## src/hdl/scan_list_map.vh

```
// Field positions, widths and reset values of the scan list controller
`ifndef SCAN_LIST_MAP_VH
`define SCAN_LIST_MAP_VH
`define SEL_WIDTH 16
`define SEL_CHS_HI 8
`define SEL_CHS_LO 4
`define SEL_SLOT_HI 3
`define SEL_SLOT_LO 0
`define TIMING_WIDTH 8
`define ENTRY_WIDTH 16
`define SLOT_TIMING 4'hd
`define SLOT_ENTRY 4'he
`define TC_REWIND 3'd6
`define TC_READ 3'd5
`define TC_ONCE 3'd4
`define TC_RESET 3'd3
`define TC_LOAD 3'd2
`define TC_SCANEN 3'd1
`define TC_TRIGGER_CLOCK_ENABLE 3'd0
`define TC_RESET_VAL 8'h4c
`define ENT_SLOT_HI 10
`define ENT_SLOT_LO 7
`define ENT_CNT_HI 6
`define ENT_CNT_LO 0
`define FIFO_DEPTH 256
`define FIFO_AW 8
`endif
```

## src/hdl/chassis_scan_list_controller.v

```verilog
// Serial-loaded chassis scan list sequencer
`timescale 1ns/1ps
`include "scan_list_map.vh"

module chassis_scan_list_controller #(
  parameter SINGLE_CHASSIS = 0,
  parameter [4:0] CHASSIS_ID = 5'h00
) (
  input wire clk,
  input wire rst,
  input wire serial_data_in,
  input wire serial_shift_clock,
  input wire select_strobe_n,
  input wire trigger_clock_input,
  output reg [15:0] slotSelect,
  output reg [3:0] scanSlot,
  output reg [15:0] scan_control_line,
  output reg scanActive,
  output reg [7:0] listLevel
);

  // Each pin passes two flops before logic reads it; the third flop
  // only remembers the previous level so that edges can be found; on the data pin it goes unread
  reg [2:0] sdiSync;
  reg [2:0] sckSync;
  reg [2:0] strSync;
  reg [2:0] trgSync;

  always @(posedge clk or posedge rst) begin
    if (rst) begin
      sdiSync <= 3'h0;
    end else begin
      sdiSync <= {sdiSync[1:0], serial_data_in};
    end
  end

  // Serial clock and strobe idle high; resetting to that level keeps a
  // false edge from appearing just after reset
  always @(posedge clk or posedge rst) begin
    if (rst) begin
      sckSync <= 3'h7;
    end else begin
      sckSync <= {sckSync[1:0], serial_shift_clock};
    end
  end

  always @(posedge clk or posedge rst) begin
    if (rst) begin
      strSync <= 3'h7;
    end else begin
      strSync <= {strSync[1:0], select_strobe_n};
    end
  end

  always @(posedge clk or posedge rst) begin
    if (rst) begin
      trgSync <= 3'h0;
    end else begin
      trgSync <= {trgSync[1:0], trigger_clock_input};
    end
  end

  wire sdi = sdiSync[1];
  wire sckRise = sckSync[1] & ~sckSync[2];
  wire strobeHigh = strSync[1];
  wire strobeFall = ~strSync[1] & strSync[2];
  wire trgRise = trgSync[1] & ~trgSync[2];

  reg [`SEL_WIDTH-1:0] sel_q;
  reg [`TIMING_WIDTH-1:0] timing_q;
  reg [`ENTRY_WIDTH-1:0] entryShift_q;
  reg [4:0] entryBits_q;
  reg [`ENTRY_WIDTH-1:0] fifoMem [0:`FIFO_DEPTH-1];
  reg [`FIFO_AW-1:0] wrPtr_q;
  reg [`FIFO_AW-1:0] rdPtr_q;
  reg [`FIFO_AW:0] count_q;
  reg [6:0] samples_q;
  reg running_q;
  reg pause_q;
  reg timingSel_q;

  function [3:0] entrySlot;
    input [`ENTRY_WIDTH-1:0] e;
    begin
      entrySlot = e[`ENT_SLOT_HI:`ENT_SLOT_LO] + 4'h1;
    end
  endfunction

  function [6:0] entryCount;
    input [`ENTRY_WIDTH-1:0] e;
    begin
      entryCount = e[`ENT_CNT_HI:`ENT_CNT_LO];
    end
  endfunction

  wire [4:0] chassisNumber = sel_q[`SEL_CHS_HI:`SEL_CHS_LO];
  wire [3:0] slotNumber = sel_q[`SEL_SLOT_HI:`SEL_SLOT_LO];
  wire chassisHit = (SINGLE_CHASSIS != 0) ||
                    (chassisNumber == CHASSIS_ID);
  wire selActive = strobeHigh & chassisHit;
  wire timingSel = selActive & (slotNumber == `SLOT_TIMING);
  wire entrySel = selActive & (slotNumber == `SLOT_ENTRY);
  // Reset, rewind and load act only once the write is complete, at the strobe
  // fall; the read, once, scan and clock enable bits act as each bit shifts in
  wire timingDone = strobeFall & timingSel_q;
  wire doReset = timingDone & ~timing_q[`TC_RESET];
  wire doRewind = timingDone & ~timing_q[`TC_REWIND];
  wire doLoad = timingDone & ~timing_q[`TC_LOAD];

  wire [`ENTRY_WIDTH-1:0] headEntry = fifoMem[rdPtr_q];
  wire [`ENTRY_WIDTH-1:0] newEntry = {entryShift_q[14:0], sdi};
  wire listEmpty = (count_q == 9'h000);
  wire listFull = (count_q == 9'h100);
  wire lastEntry = (rdPtr_q + 8'h01 == wrPtr_q);
  wire [`FIFO_AW-1:0] nextPtr =
    lastEntry ? 8'h00 : rdPtr_q + 8'h01;
  // A full list drops the write rather than overwriting the head
  wire appendNow = sckRise & entrySel & (entryBits_q == 5'd15) & ~listFull;
  wire readOn = timing_q[`TC_READ];
  wire clkOn = timing_q[`TC_TRIGGER_CLOCK_ENABLE];
  wire sample = trgRise & clkOn & running_q & readOn & ~listEmpty;
  // The trigger that finds the count used up advances instead of
  // counting; the cycle after an advance takes no sample
  wire step = sample & ~pause_q & ~timingDone;
  wire advance = step & (samples_q == 7'h00);
  wire countDown = step & (samples_q != 7'h00);
  wire scanLive = running_q & readOn & ~listEmpty;

  always @(posedge clk or posedge rst) begin
    if (rst) begin
      sel_q <= 16'h0000;
    end else if (sckRise && !strobeHigh) begin
      sel_q <= {sel_q[14:0], sdi};
    end
  end

  always @(posedge clk or posedge rst) begin
    if (rst) begin
      timing_q <= `TC_RESET_VAL;
    end else if (sckRise && timingSel) begin
      timing_q <= {timing_q[6:0], sdi};
    end
  end

  always @(posedge clk or posedge rst) begin
    if (rst) begin
      timingSel_q <= 1'b0;
    end else begin
      timingSel_q <= timingSel;
    end
  end

  // A part-written entry is thrown away when the strobe falls
  always @(posedge clk or posedge rst) begin
    if (rst) begin
      entryShift_q <= 16'h0000;
      entryBits_q <= 5'h00;
    end else if (strobeFall) begin
      entryBits_q <= 5'h00;
    end else if (sckRise && entrySel) begin
      entryShift_q <= {entryShift_q[14:0], sdi};
      entryBits_q <= (entryBits_q == 5'd16) ? 5'd1 : entryBits_q + 5'd1;
    end
  end

  // Storage has no reset: the pointers alone say which words are valid
  always @(posedge clk) begin
    if (appendNow) begin
      fifoMem[wrPtr_q] <= newEntry;
    end
  end

  always @(posedge clk or posedge rst) begin
    if (rst) begin
      wrPtr_q <= 8'h00;
    end else if (doReset) begin
      wrPtr_q <= 8'h00;
    end else if (appendNow) begin
      wrPtr_q <= wrPtr_q + 8'h01;
    end
  end

  always @(posedge clk or posedge rst) begin
    if (rst) begin
      count_q <= 9'h000;
    end else if (doReset) begin
      count_q <= 9'h000;
    end else if (doRewind) begin
      count_q <= {1'b0, wrPtr_q};
    end else if (appendNow) begin
      count_q <= count_q + 9'h001;
    end
  end

  always @(posedge clk or posedge rst) begin
    if (rst) begin
      rdPtr_q <= 8'h00;
    end else if (doReset || doRewind) begin
      rdPtr_q <= 8'h00;
    end else if (advance) begin
      rdPtr_q <= nextPtr;
    end
  end

  always @(posedge clk or posedge rst) begin
    if (rst) begin
      samples_q <= 7'h00;
    end else if (doReset) begin
      samples_q <= 7'h00;
    end else if (doRewind) begin
      samples_q <= entryCount(fifoMem[0]);
    end else if (doLoad) begin
      samples_q <= entryCount(headEntry);
    end else if (advance) begin
      samples_q <= entryCount(fifoMem[nextPtr]);
    end else if (countDown) begin
      samples_q <= samples_q - 7'h01;
    end
  end

  always @(posedge clk or posedge rst) begin
    if (rst) begin
      running_q <= 1'b0;
    end else if (doReset) begin
      running_q <= 1'b0;
    end else if (doRewind || doLoad) begin
      running_q <= 1'b1;
    end else if (advance && lastEntry && timing_q[`TC_ONCE]) begin
      running_q <= 1'b0;
    end
  end

  always @(posedge clk or posedge rst) begin
    if (rst) begin
      pause_q <= 1'b0;
    end else begin
      pause_q <= advance;
    end
  end

  always @(posedge clk or posedge rst) begin
    if (rst) begin
      slotSelect <= 16'h0000;
    end else begin
      slotSelect <= 16'h0000;
      if (selActive) begin
        slotSelect[slotNumber] <= 1'b1;
      end
    end
  end

  always @(posedge clk or posedge rst) begin
    if (rst) begin
      scanSlot <= 4'h0;
    end else begin
      scanSlot <= entrySlot(headEntry);
    end
  end

  always @(posedge clk or posedge rst) begin
    if (rst) begin
      scanActive <= 1'b0;
    end else begin
      scanActive <= scanLive;
    end
  end

  // Lines are active low and follow a live scan only, so a paused list
  // never leaves a slot driven
  always @(posedge clk or posedge rst) begin
    if (rst) begin
      scan_control_line <= 16'hffff;
    end else begin
      scan_control_line <= 16'hffff;
      if (timing_q[`TC_SCANEN] && scanLive) begin
        scan_control_line[entrySlot(headEntry)] <= 1'b0;
      end
    end
  end

  always @(posedge clk or posedge rst) begin
    if (rst) begin
      listLevel <= 8'h00;
    end else begin
      listLevel <= count_q[7:0];
    end
  end

endmodule

```

## config.mk

```make
export PLATFORM = sky130hd
export DESIGN_NAME = chassis_scan_list_controller
export DESIGN_NICKNAME = d
export VERILOG_FILES = /design/src/hdl/chassis_scan_list_controller.v
export VERILOG_INCLUDE_DIRS = /design/src /design/src/hdl
export SDC_FILE = /design/constraint.sdc
export NUM_CORES = 2
export LEC_CHECK = 0
export BUFFER_PORTS_ARGS = -buffer_cell sky130_fd_sc_hd__buf_2
export CAP_MARGIN = 20
export CORE_MARGIN = 5
export CORE_UTILIZATION = 28
export DETAILED_ROUTE_END_ITERATION = 6
export HOLD_SLACK_MARGIN = 0.05
export PLACE_DENSITY = 0.51
export SETUP_SLACK_MARGIN = 0.5
export SLEW_MARGIN = 30
export SYNTH_ARGS = -nofsm -noshare
export SYNTH_HDL_FRONTEND = slang
export SYNTH_SLANG_ARGS = --single-unit
```

## constraint.sdc

```tcl
create_clock -name clk -period 6.7 [get_ports clk]
set_clock_uncertainty 0.2 [all_clocks]
set_input_delay 2.01 -clock clk [delete_from_list [all_inputs] [get_ports clk]]
set_output_delay 2.01 -clock clk [all_outputs]
set_load 0.02 [all_outputs]
```

==> impl_metrics.prom <==
# TYPE chip_impl_metric gauge
chip_impl_metric{name="period_share",unit=""} 0.9350
chip_impl_metric{name="core",unit="sq um"} 462600
chip_impl_metric{name="power.internal",unit="mW"} 30.14
chip_impl_metric{name="chipHeight",unit="um"} 690.7
chip_impl_metric{name="grt_max_degree",unit=""} 170
chip_impl_metric{name="die_area",unit="sq um"} 477100
chip_impl_metric{name="viasPerCell",unit=""} 5.831
chip_impl_metric{name="max-clock-path-buffers",unit=""} 4
chip_impl_metric{name="synth-edff-count",unit=""} 2816
chip_impl_metric{name="postLayoutCoreUtil",unit=""} 0.3272
chip_impl_metric{name="critical_path_peak_fanout",unit=""} 47
chip_impl_metric{name="cp.arrival",unit="ns"} 6.87
chip_impl_metric{name="grt_first_pass_wirelength",unit="um"} 706600
chip_impl_metric{name="synth_top_area_frac",unit=""} 0.6517
chip_impl_metric{name="syn-num-nets",unit=""} 7258
chip_impl_metric{name="placedCellCount",unit=""} 13520
chip_impl_metric{name="drc",unit=""} 5
chip_impl_metric{name="fin_area",unit="sq um"} 151400
chip_impl_info{name="critical_path.endpoint_type",value="flip-flop"} 1
chip_impl_metric{name="post_cts_resize_count",unit=""} 0
chip_impl_metric{name="first_global_vias",unit=""} 80600
chip_impl_info{name="grt_setup_unrepaired",value="no"} 1
chip_impl_info{name="tritoncts",value="yes"} 1
chip_impl_metric{name="drt_pre_antenna_iters",unit=""} 7
chip_impl_metric{name="placement.cell_area",unit="sq um"} 141000
chip_impl_metric{name="crit_path_max_incr_delay",unit="ns"} 0.91
chip_impl_metric{name="finalNonFillerCells",unit=""} 14140
chip_impl_metric{name="p_seq_frac",unit=""} 0.527
chip_impl_metric{name="postSynthCellCount",unit=""} 7236
chip_impl_metric{name="clk_transition_reported_paths",unit="ns"} 0.07
chip_impl_metric{name="post_cts_hold_buffer_count",unit=""} 0
chip_impl_info{name="min_path_type",value="reg2reg"} 1
chip_impl_metric{name="setup_violation_total_in_the_final_timing_report",unit=""} 0
chip_impl_metric{name="powerDensity",unit="nW/um^2"} 251.8
chip_impl_metric{name="fraction_of_layout_instances_using_a_drive_strength_above_1",unit=""} 0.2942
chip_impl_metric{name="final.fill_count",unit=""} 44200
chip_impl_metric{name="worst-slew-pin-transition",unit="ns"} 1.214
chip_impl_metric{name="clock_period_minus_worst_slack",unit="ns"} 6.264
chip_impl_info{name="synth.top_cells.by_area",value="edfxtp_1 (65%), mux4_2 (18%), dfrtp_1 (1.9%), mux2i_1 (1.7%), nor2_1 (1.3%)"} 1
chip_impl_metric{name="grt_use_total",unit=""} 0.2116
chip_impl_metric{name="postSynthRegisterBits",unit=""} 2937
chip_impl_metric{name="power.net_switching",unit="mW"} 7.975
chip_impl_info{name="startpoint_type",value="flip-flop"} 1
chip_impl_info{name="failing_checks",value="DRC"} 1
chip_impl_metric{name="synthesis.area",unit="sq um"} 129700
chip_impl_metric{name="yosys.cell_types.count",unit=""} 88
chip_impl_metric{name="die_w",unit="um"} 690.7
chip_impl_metric{name="power.switching_fraction",unit=""} 0.2092
chip_impl_info{name="critical-path-slowest-cell",value="a2111oi_1"} 1
chip_impl_metric{name="clkLatencyLatePin",unit="ns"} 0.97
chip_impl_info{name="type_of_the_worst_setup_path",value="reg2reg"} 1
chip_impl_metric{name="drt_iter0_markers",unit=""} 12930
chip_impl_info{name="top_post_synthesis_cells_by_count",value="edfxtp_1 (2816), mux4_2 (1013), nor2_1 (447), nand2_1 (395), o21ai_0 (251)"} 1
chip_impl_metric{name="number_of_clock_buffers_inserted_by_tritoncts",unit=""} 322
chip_impl_info{name="outcome",value="finished, violations left"} 1
chip_impl_metric{name="grt_antenna_before_repair",unit=""} 50
chip_impl_info{name="path_cells",value="ha_4 -> nand2_1 -> or2_2 -> a2111oi_2 -> and4_4 -> a21oi_4 -> buf_12 -> buf_4 -> mux4_2 -> a22o_1 -> a2111oi_1 -> a32oi_1 -> nand3_1 -> o31ai_1"} 1
chip_impl_metric{name="portBuffers",unit=""} 50
chip_impl_metric{name="preCtsSetupSlack",unit="ns"} 0.6558
chip_impl_metric{name="vias",unit=""} 82420
chip_impl_info{name="yosys.area.top_type",value="edfxtp_1"} 1
chip_impl_metric{name="finish.net_count",unit=""} 7693
chip_impl_metric{name="cts.sink_count",unit=""} 2937
chip_impl_metric{name="cts.repair_timing.setup_buffer_count",unit=""} 0
chip_impl_metric{name="synth_area_per_cell",unit="sq um"} 17.93
chip_impl_info{name="clock_tree.root_cell",value="clkbuf_16"} 1
chip_impl_info{name="yosys_most_used_dff",value="edfxtp_1"} 1
chip_impl_metric{name="hpwlAfterDp",unit="um"} 336300
chip_impl_metric{name="ffs_w_async_s_r_synth",unit=""} 0.04120
chip_impl_metric{name="finalWirelength",unit="um"} 522300
chip_impl_metric{name="setup-tns-final",unit="ns"} 0
chip_impl_metric{name="p_leak",unit="nW"} 46.38
chip_impl_metric{name="final_critical_path_setup_slack",unit="ns"} 0.4356
chip_impl_metric{name="htreeDepth",unit=""} 5
chip_impl_metric{name="timing.slew.headroom",unit=""} 0.1906
chip_impl_metric{name="worst_ir_drop_vdd",unit="mV"} 0.1876
chip_impl_metric{name="starting_utilization_of_the_core_area",unit=""} 0.2805
chip_impl_metric{name="synth_sequential_area_ratio",unit=""} 0.6753
chip_impl_metric{name="synth.yosys.warnings",unit=""} 0
chip_impl_metric{name="top_level_ports",unit=""} 51
chip_impl_metric{name="signed_area_change_from_the_synthesized_netlist_to_the_final_layout",unit="%"} 16.68
chip_impl_metric{name="report.final.slew_viol_count",unit=""} 0
chip_impl_metric{name="avgRoutedWirePerCell",unit="um"} 36.95
chip_impl_metric{name="clock_power_share",unit=""} 0.462
chip_impl_metric{name="grt-ovfl-total",unit=""} 0
chip_impl_metric{name="final_antenna_net_count",unit=""} 0
chip_impl_metric{name="achievable-frequency",unit="GHz"} 0.1596
chip_impl_metric{name="routabilityCongestion",unit=""} 0.9844
chip_impl_metric{name="required",unit="ns"} 7.31
chip_impl_metric{name="pwr-share-comb",unit=""} 0.010
chip_impl_info{name="synth_most_common_cell",value="edfxtp_1"} 1
chip_impl_metric{name="hold_viol",unit=""} 0
chip_impl_metric{name="drv.max_cap_violation_count",unit=""} 0
chip_impl_metric{name="num_rows",unit=""} 250
[registers in the layout (all words and copies together), names as in the netlist, 4 cells and up]
register,cells
count_q,9
sel_q,9
listLevel,8
scan_control_line,16
rdPtr_q,8
entryBits_q,5
samples_q,7
wrPtr_q,8
entryShift_q,10
scanSlot,4
fifoMem,2816
timing_q,7
slotSelect,16
[layout by cell type (no fill, tap or decap), drive strengths merged, types with 95 or more instances in the layout]
cell type,n
clkinv,132
a22oi,103
mux4,1013
dfrtp,96
o21ai,261
buf,668
a221oi,95
nand3,123
clkbuf,397
edfxtp,2816
nor2,448
a21oi,211
nand2,395
mux2i,218
[layer usage]
| layer | global-route usage | up-vias | wire length [um] |
|---|---|---|---|
| met5 | 0 | - | 238 |
| met4 | 0.1196 | 30 | 34030 |
| met3 | 0.06756 | 1352 | 64460 |
| met2 | 0.3111 | 6087 | 226200 |
| met1 | 0.2757 | 43760 | 197400 |
| li1 | - | 31190 | - |
[through the flow]
step / hold WS [ns] / total power, mW
final: 0.1495 / 38.12
after global routing: 0.1606 / 39.18
after CTS: 0.1511 / 38.37
after detailed placement: 0.1347 / 20.88
after global placement: 0.1457 / 20.87
after floorplan: 0.1312 / 20.73
[final cells by class]
| type | count | area, sq um | share of cell area |
|---|---|---|---|
| well taps | 6174 | 7725 | 0.05103 |
| repair buffers | 668 | 5629 | 0.03718 |
| inverters | 21 | 93.84 | 0.0006199 |
| clock inverters | 180 | 1695 | 0.01120 |
| multi-input cells | 3721 | 39940 | 0.2638 |
| flip-flops and latches | 2937 | 87680 | 0.5792 |
| clock buffers | 397 | 8533 | 0.05637 |
| diodes | 37 | 92.59 | 0.0006116 |
[worst paths after layout]
| kind | startpoint | end | slack, ns | cells past startpoint |
|---|---|---|---|---|
| setup / recovery | rdPtr_q[0]$_DFFE_PP0P_ | samples_q[3]$_DFFE_PP0P_ | 0.44 | 14 |
| hold / removal | sdiSync[0]$_DFF_PP0_ | sdiSync[1]$_DFF_PP0_ | 0.15 | 0 |
| setup reg to reg | rdPtr_q[0]$_DFFE_PP0P_ | samples_q[3]$_DFFE_PP0P_ | 0.44 | 14 |
| hold reg to reg | sdiSync[0]$_DFF_PP0_ | sdiSync[1]$_DFF_PP0_ | 0.15 | 0 |
| max in group asynchronous | rst | rdPtr_q[2]$_DFFE_PP0P_ | 4.32 | 3 |
| min in group asynchronous | rst | sdiSync[1]$_DFF_PP0_ | 0.89 | 2 |
[cells by family after synthesis]
| logic type | after synthesis | share of synthesized area |
|---|---|---|
| simple gates | 1159 | 0.03834 |
| mux | 1313 | 0.1998 |
| fa+ha+maj | 16 | 0.001543 |
| buf+inv | 578 | 0.02009 |
| compound gates | 1190 | 0.06197 |
| xor+xnor | 43 | 0.002961 |
| flops | 2937 | 0.6753 |
[power groups by stage]
stage	combinational [mW]	sequential [mW]	clock [mW]
final	0.395	20.1	17.6
after CTS	0.392	20.1	17.9
after global routing	0.433	20.1	18.6
after detailed placement	0.391	20.5	0
after global placement	0.386	20.5	0
after floorplan	0.212	20.5	0
[worst max-delay path: cells and delay by family (launching register included)]
| kind | cells | cell delay [ns] |
|---|---|---|
| AO/OA/AOI/OAI | 6 | 2.28 |
| adder cells (fa/ha/maj) | 1 | 0.29 |
| buffers and inverters | 2 | 0.64 |
| flip-flops | 1 | 0.69 |
| multiplexers | 1 | 0.43 |
| AND/OR/NAND/NOR | 4 | 1.52 |
Power figures use the tool's default switching activity.
